### config.mk
export PLATFORM = sky130hd
export DESIGN_NAME = sensor_host_port
export DESIGN_NICKNAME = d
export VERILOG_FILES = /design/src/design/sensor_host_pkg.sv /design/src/design/pin_sync.sv /design/src/design/quarter_tick.sv /design/src/design/sensor_host_port.sv
export SDC_FILE = /design/constraint.sdc
export NUM_CORES = 1
export LEC_CHECK = 0
export BUFFER_PORTS_ARGS = -buffer_cell sky130_fd_sc_hd__buf_4
export CORE_ASPECT_RATIO = 1.4
export CORE_MARGIN = 1
export CORE_UTILIZATION = 40
export CTS_CLUSTER_DIAMETER = 120
export DETAILED_ROUTE_END_ITERATION = 6
export PLACE_DENSITY = 0.61
export SYNTH_ARGS = -nofsm -noshare
export SYNTH_HDL_FRONTEND = slang
export SYNTH_SLANG_ARGS = --single-unit
### constraint.sdc
create_clock -name clk -period 4.06 [get_ports clk]
set_clock_uncertainty 0.1 [all_clocks]
set_input_delay 1.218 -clock clk [delete_from_list [all_inputs] [get_ports clk]]
set_output_delay 1.218 -clock clk [all_outputs]
set_load 0.05 [all_outputs]
### src/design/sensor_host_pkg.sv
// constants and types shared by the sensor host port
package sensor_host_pkg;
	localparam int CLK_NS = 10;
	localparam int I2C_BIT_NS = 2500;
	localparam int SPI_BIT_NS = 1000;
	// quarter bit rounded up so the bit never runs faster than allowed
	localparam int I2C_QTR_CYC = (I2C_BIT_NS + 4 * CLK_NS - 1) / (4 * CLK_NS);
	localparam int SPI_QTR_CYC = (SPI_BIT_NS + 4 * CLK_NS - 1) / (4 * CLK_NS);
	localparam int TICK_W = 7;
	localparam int STARTUP_NS = 100000;
	localparam int STARTUP_CYC = (STARTUP_NS + CLK_NS - 1) / CLK_NS;
	localparam int WAIT_W = 24;
	localparam logic [5:0] ADDR_HI = 6'h34;
	localparam logic RW_READ = 1'h1;
	localparam logic RW_WRITE = 1'h0;
	localparam logic [3:0] I2C_LAST_BIT = 4'h8;
	localparam logic [3:0] SPI_LAST_BIT = 4'h7;
	localparam logic [1:0] STG_ADDR_W = 2'h0;
	localparam logic [1:0] STG_INDEX = 2'h1;
	localparam logic [1:0] STG_ADDR_R = 2'h2;
	localparam logic [1:0] STG_DATA = 2'h3;
	localparam logic [6:0] CFG_INDEX = 7'h00;
	localparam logic [7:0] CFG_DISABLE = 8'h10;
	localparam logic [11:0] SPI_MIN_EDGES = 12'h010;
	typedef enum logic [4:0] {
		ST_WAIT = 5'h01,
		ST_IDLE = 5'h02,
		ST_START = 5'h04,
		ST_BYTE = 5'h08,
		ST_STOP = 5'h10
	} state_t;
endpackage : sensor_host_pkg

### src/design/pin_sync.sv
// two-flop synchroniser for pin inputs
`timescale 1ns/1ps
`default_nettype none
module pin_sync #(
	parameter int WIDTH = 3
) (
	input wire logic clk,
	input wire logic rst_n,
	input wire logic [WIDTH-1:0] d,
	output logic [WIDTH-1:0] q
);
	logic [WIDTH-1:0] meta;

	always_ff @(posedge clk) begin
		if (!rst_n) begin
			meta <= {WIDTH{1'h1}};
			q <= {WIDTH{1'h1}};
		end else begin
			meta <= d;
			q <= meta;
		end
	end
endmodule : pin_sync
`default_nettype wire

### src/design/quarter_tick.sv
// quarter-bit tick divider for the host-made link clock
`timescale 1ns/1ps
`default_nettype none
module quarter_tick
	import sensor_host_pkg::*;
(
	input wire logic clk,
	input wire logic rst_n,
	input wire logic clear,
	input wire logic spi,
	output logic tick
);
	logic [TICK_W-1:0] cnt;
	logic [TICK_W-1:0] limit;

	assign limit = spi ? TICK_W'(SPI_QTR_CYC - 1) : TICK_W'(I2C_QTR_CYC - 1);

	always_ff @(posedge clk) begin
		if (!rst_n || clear) begin
			cnt <= '0;
			tick <= 1'h0;
		end else if (cnt == limit) begin
			cnt <= '0;
			tick <= 1'h1;
		end else begin
			cnt <= cnt + TICK_W'(1);
			tick <= 1'h0;
		end
	end
endmodule : quarter_tick
`default_nettype wire

### src/design/sensor_host_port.sv
// host controller driving the sensor over two-wire or four-wire link
`timescale 1ns/1ps
`default_nettype none
module sensor_host_port
	import sensor_host_pkg::*;
#(
	parameter int unsigned STARTUP_COUNT = STARTUP_CYC
) (
	input wire logic clk,
	input wire logic rst_n,
	input wire logic spi_mode,
	input wire logic addr_lsb_select_pin,
	input wire logic cmd_valid,
	input wire logic cmd_read,
	input wire logic [6:0] cmd_index,
	input wire logic [7:0] cmd_count,
	output logic cmd_ready,
	input wire logic wr_valid,
	input wire logic [7:0] wr_data,
	output logic wr_ready,
	output logic rd_valid,
	output logic [7:0] rd_data,
	output logic done,
	output logic nack,
	output logic init_done,
	output logic scl_out,
	output logic scl_oe,
	input wire logic scl_in,
	output logic sda_out,
	output logic sda_oe,
	input wire logic sda_in,
	output logic spi_clk,
	output logic spi_cs_n,
	output logic serial_in_line,
	input wire logic serial_out_line
);
	state_t state;
	logic mode_spi;
	logic is_read;
	logic init_xfer;
	logic pend;
	logic got_ack;
	logic [1:0] q;
	logic [1:0] stage;
	logic [3:0] bitn;
	logic [6:0] index;
	logic [7:0] left;
	logic [7:0] shreg;
	logic [WAIT_W-1:0] wait_cnt;
	logic [2:0] sync_q;
	logic scl_s;
	logic sda_s;
	logic miso_s;
	logic tick;
	logic running;
	logic hold_clk;
	logic adv;
	logic sample;
	logic tx_byte;
	logic drive;
	logic [3:0] last_bit;
	logic next_scl_oe;
	logic next_sda_oe;
	logic next_sclk;
	logic next_cs_n;
	logic next_mosi;

	pin_sync #(
		.WIDTH(3)
	) i_pin_sync (
		.clk(clk),
		.rst_n(rst_n),
		.d({scl_in, sda_in, serial_out_line}),
		.q(sync_q)
	);

	assign scl_s = sync_q[2];
	assign sda_s = sync_q[1];
	assign miso_s = sync_q[0];

	quarter_tick i_quarter_tick (
		.clk(clk),
		.rst_n(rst_n),
		.clear(!running),
		.spi(mode_spi),
		.tick(tick)
	);

	assign running = (state == ST_START) || (state == ST_BYTE) ||
		(state == ST_STOP);
	assign last_bit = mode_spi ? SPI_LAST_BIT : I2C_LAST_BIT;
	// a stretched clock freezes the quarter phase, not the divider
	assign hold_clk = !mode_spi && (q == 2'h1) && !scl_s;
	assign adv = tick && !pend && !hold_clk;
	// two-wire data sampled with SCL high, four-wire after the rise
	assign sample = adv && (state == ST_BYTE) &&
		(mode_spi ? (q == 2'h2) : (q == 2'h1));
	assign tx_byte = !((stage == STG_DATA) && is_read);
	// ninth bit: we ack read bytes except the last, which gets NACK
	assign drive = (bitn == I2C_LAST_BIT) ?
		(!tx_byte && (left != 8'h01)) :
		(tx_byte && !shreg[7]);

	always_ff @(posedge clk) begin
		if (!rst_n) begin
			q <= 2'h0;
		end else if (!running) begin
			q <= 2'h0;
		end else if (adv) begin
			q <= q + 2'h1;
		end
	end

	always_ff @(posedge clk) begin
		if (!rst_n) begin
			state <= ST_WAIT;
			mode_spi <= 1'h0;
			is_read <= 1'h0;
			init_xfer <= 1'h0;
			pend <= 1'h0;
			got_ack <= 1'h0;
			stage <= STG_ADDR_W;
			bitn <= 4'h0;
			index <= 7'h00;
			left <= 8'h00;
			shreg <= 8'h00;
			wait_cnt <= '0;
			cmd_ready <= 1'h0;
			wr_ready <= 1'h0;
			rd_valid <= 1'h0;
			rd_data <= 8'h00;
			done <= 1'h0;
			nack <= 1'h0;
			init_done <= 1'h0;
		end else begin
			wr_ready <= 1'h0;
			rd_valid <= 1'h0;
			done <= 1'h0;
			case (state)
			ST_WAIT: begin
				mode_spi <= spi_mode;
				if (!spi_mode) begin
					state <= ST_IDLE;
					cmd_ready <= 1'h1;
					init_done <= 1'h1;
				end else if (wait_cnt == WAIT_W'(STARTUP_COUNT)) begin
					// first access turns the two-wire port off
					state <= ST_START;
					init_xfer <= 1'h1;
					is_read <= 1'h0;
					index <= CFG_INDEX;
					left <= 8'h01;
					stage <= STG_INDEX;
					shreg <= {RW_WRITE, CFG_INDEX};
					bitn <= 4'h0;
				end else begin
					wait_cnt <= wait_cnt + WAIT_W'(1);
				end
			end
			ST_IDLE: begin
				if (cmd_valid && cmd_ready) begin
					state <= ST_START;
					cmd_ready <= 1'h0;
					nack <= 1'h0;
					is_read <= cmd_read;
					index <= cmd_index;
					left <= (cmd_count == 8'h00) ? 8'h01 : cmd_count;
					bitn <= 4'h0;
					pend <= 1'h0;
					if (mode_spi) begin
						stage <= STG_INDEX;
						shreg <= {cmd_read, cmd_index};
					end else begin
						stage <= STG_ADDR_W;
						shreg <= {ADDR_HI, addr_lsb_select_pin,
							RW_WRITE};
					end
				end
			end
			ST_START: begin
				if (adv && (q == 2'h3)) begin
					state <= ST_BYTE;
				end
			end
			ST_BYTE: begin
				// the bus waits with SCL low until a write byte arrives
				if (pend && (init_xfer || wr_valid)) begin
					shreg <= init_xfer ? CFG_DISABLE : wr_data;
					pend <= 1'h0;
					wr_ready <= !init_xfer;
				end
				if (sample) begin
					if (bitn == I2C_LAST_BIT) begin
						got_ack <= !sda_s;
					end else begin
						shreg <= {shreg[6:0],
							mode_spi ? miso_s : sda_s};
					end
				end
				if (adv && (q == 2'h3)) begin
					if (bitn != last_bit) begin
						bitn <= bitn + 4'h1;
					end else begin
						bitn <= 4'h0;
						if (!mode_spi && tx_byte && !got_ack) begin
							nack <= 1'h1;
							state <= ST_STOP;
						end else begin
							case (stage)
							STG_ADDR_W: begin
								stage <= STG_INDEX;
								shreg <= {1'h0, index};
							end
							STG_INDEX: begin
								if (is_read && !mode_spi) begin
									// repeated start, then read address
									stage <= STG_ADDR_R;
									state <= ST_START;
									shreg <= {ADDR_HI, addr_lsb_select_pin,
										RW_READ};
								end else begin
									stage <= STG_DATA;
									pend <= !is_read;
								end
							end
							STG_ADDR_R: begin
								stage <= STG_DATA;
							end
							default: begin
								if (is_read) begin
									rd_valid <= 1'h1;
									rd_data <= shreg;
								end
								left <= left - 8'h01;
								if (left == 8'h01) begin
									state <= ST_STOP;
								end else begin
									pend <= !is_read;
								end
							end
							endcase
						end
					end
				end
			end
			ST_STOP: begin
				if (adv && (q == 2'h3)) begin
					state <= ST_IDLE;
					cmd_ready <= 1'h1;
					done <= !init_xfer;
					init_done <= 1'h1;
					init_xfer <= 1'h0;
				end
			end
			default: begin
				state <= ST_WAIT;
			end
			endcase
		end
	end

	// desired pin levels per state and quarter, registered below
	always_comb begin
		next_scl_oe = 1'h0;
		next_sda_oe = 1'h0;
		next_sclk = 1'h0;
		next_cs_n = 1'h1;
		next_mosi = serial_in_line;
		if (mode_spi) begin
			next_cs_n = !running ||
				((state == ST_STOP) && (q == 2'h3));
			next_sclk = (state == ST_BYTE) && q[1];
			if ((state == ST_BYTE) && (q == 2'h0)) begin
				next_mosi = shreg[7];
			end
		end else begin
			case (state)
			ST_START: begin
				next_scl_oe = (q == 2'h0) || (q == 2'h3);
				next_sda_oe = q[1];
			end
			ST_BYTE: begin
				next_scl_oe = (q == 2'h0) || (q == 2'h3);
				next_sda_oe = (q == 2'h0) ? drive : sda_oe;
			end
			ST_STOP: begin
				next_scl_oe = (q == 2'h0);
				next_sda_oe = !q[1];
			end
			default: begin
				next_scl_oe = 1'h0;
			end
			endcase
		end
	end

	always_ff @(posedge clk) begin
		if (!rst_n) begin
			scl_out <= 1'h0;
			sda_out <= 1'h0;
			scl_oe <= 1'h0;
			sda_oe <= 1'h0;
			spi_clk <= 1'h0;
			spi_cs_n <= 1'h1;
			serial_in_line <= 1'h0;
		end else begin
			scl_out <= 1'h0;
			sda_out <= 1'h0;
			scl_oe <= next_scl_oe;
			sda_oe <= next_sda_oe;
			spi_clk <= next_sclk;
			spi_cs_n <= next_cs_n;
			serial_in_line <= next_mosi;
		end
	end

	// rising clock edges per select frame, only for checking
	logic sclk_d;
	logic [11:0] edge_cnt;

	always_ff @(posedge clk) begin
		if (!rst_n) begin
			sclk_d <= 1'h0;
			edge_cnt <= 12'h000;
		end else begin
			sclk_d <= spi_clk;
			if (spi_cs_n) begin
				edge_cnt <= 12'h000;
			end else if (spi_clk && !sclk_d) begin
				edge_cnt <= edge_cnt + 12'h001;
			end
		end
	end

	start_cond_a: assert property (@(posedge clk) disable iff (!rst_n)
		!mode_spi && $rose(sda_oe) && !scl_oe |-> $past(state) == ST_START)
		else $error("sda fell with scl high outside a start");

	stop_cond_a: assert property (@(posedge clk) disable iff (!rst_n)
		!mode_spi && $fell(sda_oe) && !scl_oe |-> $past(state) == ST_STOP)
		else $error("sda rose with scl high outside a stop");

	sda_stable_a: assert property (@(posedge clk) disable iff (!rst_n)
		!mode_spi && $past(state) == ST_BYTE && !scl_oe && $past(!scl_oe)
		|-> $stable(sda_oe))
		else $error("sda moved while scl high in a byte");

	stretch_wait_a: assert property (@(posedge clk) disable iff (!rst_n)
		!mode_spi && running && q == 2'h1 && !scl_s |=> q == 2'h1)
		else $error("clock phase advanced while scl held low");

	ack_drive_a: assert property (@(posedge clk) disable iff (!rst_n)
		!mode_spi && state == ST_BYTE && bitn == 4'h8 && q == 2'h0
		&& !tx_byte && left > 8'h01 |=> sda_oe)
		else $error("no ack driven on a read byte");

	nack_last_a: assert property (@(posedge clk) disable iff (!rst_n)
		!mode_spi && state == ST_BYTE && bitn == 4'h8 && q == 2'h0
		&& !tx_byte && left == 8'h01 |=> !sda_oe)
		else $error("last read byte not left unacknowledged");

	addr_byte_a: assert property (@(posedge clk) disable iff (!rst_n)
		!mode_spi && state == ST_BYTE && bitn == 4'h0 && q == 2'h0
		&& (stage == STG_ADDR_W || stage == STG_ADDR_R)
		|-> shreg == {ADDR_HI, addr_lsb_select_pin, stage == STG_ADDR_R})
		else $error("address byte malformed");

	spi_cmd_a: assert property (@(posedge clk) disable iff (!rst_n)
		mode_spi && state == ST_BYTE && stage == STG_INDEX
		&& bitn == 4'h0 && q == 2'h0 && !pend |-> shreg == {is_read, index})
		else $error("command byte malformed");

	spi_edge_a: assert property (@(posedge clk) disable iff (!rst_n)
		mode_spi && $changed(serial_in_line) |-> !spi_clk)
		else $error("serial data changed with clock high");

	cs_frame_a: assert property (@(posedge clk) disable iff (!rst_n)
		mode_spi && $past(state) == ST_BYTE |-> !spi_cs_n)
		else $error("select high during a byte");

	spi_len_a: assert property (@(posedge clk) disable iff (!rst_n)
		$rose(spi_cs_n) |-> edge_cnt >= SPI_MIN_EDGES
		&& edge_cnt[2:0] == 3'h0)
		else $error("access shorter than two whole bytes");
endmodule : sensor_host_port
`default_nettype wire

# Word-level counts from Yosys, hierarchy flattened

Cells that the tools add are included.

Magnitude comparators: 0
Mux-type cells: 90
Multiply operators: 0
Equal/unequal tests: 34
Shift-type cells: 0
$add $sub $neg: 5
Reductions and logical operators: 70
Div/mod/pow operators: 0
Bitwise operators: 7

Operators with widths:

| operator                                                                | number |
|---|---|
| 8-bit two-way mux                                                       | 20 |
| 5-bit two-way mux                                                       | 10 |
| 8-bit one-hot mux with 3 select lines                                   | 2 |
| 1-bit two-way mux                                                       | 26 |
| 5-bit one-hot mux with 5 select lines                                   | 1 |
| 24-bit by 1-bit adder with 24-bit output, second input constant         | 1 |
| 24-bit by 14-bit equality test with 1-bit output, second input constant | 1 |
| 4-bit two-way mux                                                       | 6 |
| 7-bit two-way mux                                                       | 3 |
| 1-bit logical AND                                                       | 18 |
| 2-bit != test, second input constant                                    | 8 |
| 8-bit one-hot mux with 2 select lines                                   | 1 |
| 4-bit AND reduction                                                     | 4 |
| 8-bit AND reduction                                                     | 2 |
| 3-bit AND reduction                                                     | 5 |
| 1-bit one-hot mux with 2 select lines                                   | 7 |
| 7-bit one-hot mux with 2 select lines                                   | 1 |
| 1-bit zero test                                                         | 13 |
| 2-bit two-way mux                                                       | 6 |
| 2-bit one-hot mux with 3 select lines                                   | 2 |
| 4-bit one-hot mux with 3 select lines                                   | 1 |
| 5-bit one-hot mux with 2 select lines                                   | 1 |
| 5-bit AND reduction                                                     | 2 |
| 9-bit AND reduction                                                     | 1 |
| other kinds (34)                                                        | 64 |

Bits in read-only memories: 0
Latch bits: 0
Output and inout port bits: 21
RAM bits: 0
Register bits after elaboration: 98
Memories: 0

# Depth between registers and ports, before layout

Gate-level depths: netlist (run 1).

Depth in word-level cells: 14
Depth in mapped cells: 10

# By module

A second synthesis (run 1) with hierarchy kept.

Cells, all modules: 596
Area, all modules: 5116.2 um^2

Modules (own cells, without submodules):

| module           | sequential area each (um^2) | cells each | instances | area each (um^2) |
|---|---|---|---|---|
| sensor_host_port | 1681.6                      | 552        | 1         | 4609.4 |
| quarter_tick     | 160.2                       | 32         | 1         | 349.1 |
| pin_sync         | 120.1                       | 12         | 1         | 157.7 |

# Worst setup path before layout (run 1)

No wires, ideal clock.

Path type: input port to flip-flop
From: in spi_mode
To: reg wait_cnt[13]
Arrival: 2.521 ns
Data required time: 3.889 ns
Stages: 7
Path slack: 1.368 ns
Cells stage by stage: inv_1 -> nor3_2 -> and4_1 -> buf_2 -> nand3_1 -> or3_1 -> a21oi_1

Word-level cells in the longest chain between the ends: 1

Ends and longest elaborated chain:

| what                          | line                    | RTL |
|---|---|---|
| from (decl)                   | sensor_host_port.sv:11  | `input wire logic spi_mode,` |
| 3-bit AND reduction (no line) | --                      |  |
| to (signal assigned)          | sensor_host_port.sv:157 | `wait_cnt <= wait_cnt + WAIT_W'(1);` |
| to (decl)                     | sensor_host_port.sv:49  | `logic [WAIT_W-1:0] wait_cnt;` |

No other way between the ends.
A chain may end at the register's enable or synchronous reset.

# Worst setup path in the final report (run 1)

From: reg state[0]
To: reg left[1]

Word-level cells in the longest chain between the ends: 3
Elaborated cells between the ends (all ways): 13
Those cells by class: eq/ne (10); mux (1); reduce/logical (2)

Ends and longest elaborated chain:

| what                                                                   | line                    | RTL |
|---|---|---|
| from (decl)                                                            | sensor_host_port.sv:37  | `state_t state;` |
| from (signal assigned)                                                 | sensor_host_port.sv:116 | `state <= ST_WAIT;` |
| from (signal assigned)                                                 | sensor_host_port.sv:143 | `state <= ST_IDLE;` |
| from (signal assigned)                                                 | sensor_host_port.sv:148 | `state <= ST_START;` |
| 5-bit by 4-bit equality test with 1-bit output (tied with other cells) | sensor_host_port.sv:139 | `case (state)` |
| 2-bit != test (no line) (tied with other cells)                        | --                      |  |
| 8-bit AND reduction (no line)                                          | --                      |  |
| to (signal assigned)                                                   | sensor_host_port.sv:167 | `left <= (cmd_count == 8'h00) ? 8'h01 : cmd_count;` |
| to (signal assigned)                                                   | sensor_host_port.sv:234 | `left <= left - 8'h01;` |
| to (decl)                                                              | sensor_host_port.sv:47  | `logic [7:0] left;` |

Several ways; a longest one is shown, not always the timed one.

==> impl_metrics.toml, run 1 <==
[status]
status = "finished clean"

[timing]
fin_crit_sh = 0.712
worst_slack_ns = 1.17
hold_viol = 0
worst_pin_slew_ns = 0.853
min_period_ns = 2.89
final_max_slew_viol_count = 0
rsz0062_at_grt = "no"
clock.fmax_mhz = 346
tns_ns = 0
setup_viol = 0
slew-limit-headroom = 0.427

[place]
gp_congestion = 0.817
placed_area_um2 = 5570
dp_hpwl_um = 9350
pre_cts_slack_ns = 0.842
portBuffers = 51

[setup_path]
crit_fanout = 19
reg2reg_slack_ns = 1.17
crit_slowest_cell = "and3_1"
critical_path_depth = 6
timing.rr.start = "state[0]$_SDFFE_PN1P_"
reg2reg_to = "left[1]$_SDFFE_PN0P_"
cpPeakStageDelay_ns = 0.73
cp_data_required_time_ns = 4.25
crit_path_start_kind = "flop"
path_cells = "nor2_1 -> and3_1 -> o311a_1 -> o21a_1 -> and2_1 -> mux2i_1"
crit_path_start = "state[0]$_SDFFE_PN1P_"
crit_type = "flop to flop"
crit_buf_inv = 0
crit_end = "left[1]$_SDFFE_PN0P_"
cpLargestDelayFamily = "simple AND/OR/NAND/NOR gates"
r2r_cells = 6
worstPathArrival_ns = 3.08
endpoint_kind = "flop"

[routing]
drtIter0Drc = 300
drc = 0
wl_per_cell_um = 16.3
viasPerCell = 5.63
vias = 4531
ant_nets = 0
drtPass1Iterations = 4
drt-total-wl_um = 13100

[pwr]
peakVddDrop_mv = 0.280
p_leak_nw = 2.27
cellPowerDensity_nw_per_um2 = 453

[synthesis]
syn_area_per_cell_um2 = 8.26
yosysWarnings = 0
synth_area_um2 = 5100
synth-seq-cells = 98
synth.area.top_cells = "dfxtp_1, nor2_1, nand2_1"
synth.distinct_cells = 76
yosysTopAreaCell = "dfxtp_1"
synthArstFlopShare = 0
ys_seq_area_frac = 0.385
synthFlopType = "dfxtp_1"
synth_edf_count = 0
synthCells = 617
netlist.area_leader.share = 0.385

[floorplanning]
row_count = 48
die_area_um2 = 13200
dieHeight_um = 136
start_util = 0.412
io_pins = 54
core_um2 = 12400
die_w_um = 97.4

[clocking]
clockBufferDepth = 2
clkLatencyLatePin_ns = 0.35
hold_buffers = 0
cts_sinks = 98
h-tree-depth = 3
clk_pin_slew_worst_paths_ns = 0.08
cts_tree = "built"
postCtsSetupBuffers = 0
cts_root_buffer = "clkbuf_16"
cts_made_buffers = 9
ctsResizeCount = 0

[global_routing]
antenna_found_initial = 0
track_usage = 0.203
grt_max_degree = 51
grt_pass1_wl_um = 21500
busiest_layer = "met2"
first_global_vias = 4330
gr-usage-met1 = 0.253
grt.overflow.total = 0
met2_usage = 0.347
grtUsageMet3 = 0.0382

[final_layout]
fillers = 1236
final_common_cell = "dfxtp_1"
syn_to_final_growth_pct = 14.9
regArea_um2 = 1960
antenna_cells = 0
drive_above_1_share = 0.145
nets = 699
multi_input_area_um2 = 2910
stdcell_area_um2 = 5860
layout_common_cells = "dfxtp_1, nor2_1, nand2_1, buf_4, nand3_1"

[run]
maxCapViolations = 0

[min_path]
hold_class = "flop to flop"
==> worst min path at each step <==
stage                                       start  slack [ns]                          to  cells after the start
floorplan           i_pin_sync.meta[0]$_SDFF_PN1_        0.29  i_pin_sync.q[0]$_SDFF_PN1_                      1
global route        i_pin_sync.meta[1]$_SDFF_PN1_        0.33  i_pin_sync.q[1]$_SDFF_PN1_                      1
finish              i_pin_sync.meta[1]$_SDFF_PN1_        0.31  i_pin_sync.q[1]$_SDFF_PN1_                      1
CTS                 i_pin_sync.meta[1]$_SDFF_PN1_        0.32  i_pin_sync.q[1]$_SDFF_PN1_                      1
global placement    i_pin_sync.meta[1]$_SDFF_PN1_        0.30  i_pin_sync.q[1]$_SDFF_PN1_                      1
detailed placement  i_pin_sync.meta[1]$_SDFF_PN1_        0.31  i_pin_sync.q[1]$_SDFF_PN1_                      1
==> cell families (layout without fill, tap and decap cells) <==
| logic type | Yosys count | in the layout | share of synthesized area |
|---|---|---|---|
| AO/OA/AOI/OAI | 133 | 133 | 0.177 |
| XOR/XNOR | 33 | 33 | 0.0567 |
| adder cells (fa/ha/maj) | 16 | 16 | 0.0393 |
| buffers and inverters | 56 | 93 | 0.0457 |
| flip-flops | 98 | 98 | 0.385 |
| multiplexers | 13 | 13 | 0.0260 |
| other | 1 | 2 | 0.000736 |
| AND/OR/NAND/NOR | 267 | 267 | 0.269 |
==> report_power, final <==
part	switching, mW	leakage [nW]	internal [mW]
Combinational	0.452	1.33	0.265
Sequential	0.0775	0.793	1.03
Clock	0.392	0.139	0.438
==> metrics by stage <==
stage	power (mW)	hold slack (ns)	cells	util
after floorplan	1.63	0.286	618	-
after global placement	1.82	0.304	789	0.450
after detailed placement	1.83	0.306	789	0.450
after CTS	2.66	0.323	805	0.473
after global routing	2.78	0.331	805	0.473
final	2.65	0.315	805	0.473
==> area by class of cell <==
cell class	count	area share
repair buffers	60	0.0769
clock inverters	6	0.00812
flip-flops and latches	98	0.335
clock buffers	10	0.0408
well taps	150	0.0320
multi-input cells	464	0.496
inverters	17	0.0109
==> flip-flops by register name, indices dropped and copies added, names as in the netlist, 2 cells and up <==
signal              cells
stage                   2
wait_cnt               24
i_pin_sync.meta         3
index                   7
shreg                   8
rd_data                 8
i_quarter_tick.cnt      7
state                   5
left                    8
bitn                    4
i_pin_sync.q            3
q                       2
==> routing by layer <==
layer / part of all wire / up-vias / wire length, um
met5: 0 / - / 0
met4: 0.020 / 0 / 257
met3: 0.051 / 16 / 677
met2: 0.48 / 103 / 6370
met1: 0.44 / 2145 / 5840
li1: - / 2267 / -
==> synth_stat cells, drive strengths merged, types with 4 or more instances <==
library cell   n
dfxtp         98
xor2          19
buf           13
nand4          9
nor3          15
and2           4
nor3b          8
a21oi         38
and3          13
nand3         43
clkbuf        26
inv           17
nor4          12
mux2i         11
ha            16
nor2          69
nand2         60
o21ai         35
o211a          5
xnor2         14
or3            5
and4           6
o21a           5
a22oi         11
nand2b         8
a21o           4
No activity file was read; power rests on OpenSTA's default activity.
==> run 2, diff against run 1 <==
--- a/config.mk
+++ b/config.mk
@@ -11,7 +11,7 @@
 export CORE_UTILIZATION = 40
 export CTS_CLUSTER_DIAMETER = 120
 export DETAILED_ROUTE_END_ITERATION = 6
-export PLACE_DENSITY = 0.61
+export PLACE_DENSITY = 0.63
 export SYNTH_ARGS = -nofsm -noshare
 export SYNTH_HDL_FRONTEND = slang
 export SYNTH_SLANG_ARGS = --single-unit
==> constraint.sdc (replaced) <==
create_clock -name clk -period 2.6 [get_ports clk]
set_clock_uncertainty 0.1 [all_clocks]
set_input_delay 0.78 -clock clk [delete_from_list [all_inputs] [get_ports clk]]
set_output_delay 0.78 -clock clk [all_outputs]
set_load 0.05 [all_outputs]
==> impl_metrics.toml, run 2 (synthesized netlist as in run 1, its figures left out) <==
[timing]
rsz0062_at_grt = "no"
final_max_slew_viol_count = 0
slew-limit-headroom = 0.530
clock.fmax_mhz = 399
fin_crit_sh = 0.964
setup_viol = 0
worst_slack_ns = 0.0929
hold_viol = 0
tns_ns = 0
worst_pin_slew_ns = 0.705
min_period_ns = 2.51

[global_routing]
track_usage = 0.213
grt_max_degree = 51
antenna_found_initial = 0
grt.overflow.total = 0
grt_pass1_wl_um = 22600
first_global_vias = 4566

[setup_path]
cp_data_required_time_ns = 2.78
crit_type = "flop to flop"
endpoint_kind = "flop"
worstPathArrival_ns = 2.68
crit_fanout = 12
crit_path_start_kind = "flop"

[clocking]
clkLatencyLatePin_ns = 0.35
cts_root_buffer = "clkbuf_16"
ctsResizeCount = 0
cts_tree = "built"
cts_made_buffers = 9
cts_sinks = 98
clockBufferDepth = 2
hold_buffers = 0
h-tree-depth = 3
clk_pin_slew_worst_paths_ns = 0.07

[final_layout]
layout_common_cells = "dfxtp_1, buf_4, nor2_1, nand2_1, nand3_1"
stdcell_area_um2 = 6040
syn_to_final_growth_pct = 18.6
largest_reg_flops = 24
drive_above_1_share = 0.173
fillers = 1237
regMostFlops = "wait_cnt"
nets = 721
antenna_cells = 0
instances_no_fill = 827
final_common_cell = "dfxtp_1"

[routing]
wl_per_cell_um = 16.7
ant_nets = 0
drt-total-wl_um = 13800
drtPass1Iterations = 5
drc = 0
drtIter0Drc = 277
vias = 4647
viasPerCell = 5.62

[floorplanning]
core_um2 = 12400
die_area_um2 = 13200
io_pins = 54
start_util = 0.412
dieHeight_um = 136
row_count = 48
die_w_um = 97.4

[run]
maxCapViolations = 0

[place]
pre_cts_slack_ns = 0.0782
gp_congestion = 0.855
dp.cells = 811
dp_hpwl_um = 10400
placed_area_um2 = 5760
portBuffers = 51

[pwr]
p_total_mw = 4.22
p_leak_nw = 2.38
peakVddDrop_mv = 0.345
cellPowerDensity_nw_per_um2 = 698

[status]
status = "finished clean"

[min_path]
hold_class = "flop to flop"
## run 2: changes by cell type in the layout (fill, tap and decap cells not counted), sizes merged
cell    change
clkinv      -1
inv         +2
buf        +22
clkbuf      -1
## run 2: routing by layer
metal  vias to the layer above  global-route usage  wire [um]
met3                        29              0.0444        711
li1                       2303                   -          -
met1                      2186               0.244       5740
met2                       129               0.378       6980
met5                         -                   0          0
met4                         0              0.0956        395
## run 2: per-stage QoR
| step | hold WS (ns) | util |
|---|---|---|
| floorplan | 0.286 | - |
| global placement | 0.292 | 0.466 |
| detailed placement | 0.297 | 0.466 |
| CTS | 0.314 | 0.489 |
| global route | 0.331 | 0.489 |
| finish | 0.308 | 0.489 |
## run 2: final timing paths
kind / from / to / slack (ns) / cells after the start
max: q[1]$_SDFFE_PN0N_ / state[2]$_SDFFE_PN0P_ / 0.09 / 7
min: i_pin_sync.meta[0]$_SDFF_PN1_ / i_pin_sync.q[0]$_SDFF_PN1_ / 0.31 / 1
max reg2reg: q[1]$_SDFFE_PN0N_ / state[2]$_SDFFE_PN0P_ / 0.09 / 7
min reg2reg: i_pin_sync.meta[0]$_SDFF_PN1_ / i_pin_sync.q[0]$_SDFF_PN1_ / 0.31 / 1
## run 2: final cells by class
class / instances / area, um2 / area share
multi-input cells: 464 / 2910 / 0.481
flip-flops and latches: 98 / 1960 / 0.325
repair buffers: 82 / 641 / 0.106
clock buffers: 9 / 225 / 0.0373
well taps: 150 / 188 / 0.0310
inverters: 17 / 63.8 / 0.0106
clock inverters: 7 / 58.8 / 0.00973
## run 2: repair_timing
action / in CTS / in global routing
setup buffers: 0 / 0
hold endpoints to repair: 0 / 0
endpoints found under the setup margin: 0 / 3
## run 2: critical path, cell delays in order (launching register included)
cell and delay [ns]:
dfxtp_1 0.39, inv_1 0.08, ha_1 0.20, nor3b_1 0.15, or3_4 0.44, a221o_1 0.37, or4_4 0.53, o22ai_2 0.17
## run 2: where the power goes
group	switching, mW	internal [mW]	total (mW)
sequential	0.119	1.60	1.72
combinational	0.730	0.482	1.21
clock	0.622	0.666	1.29
total	1.47	2.75	4.22
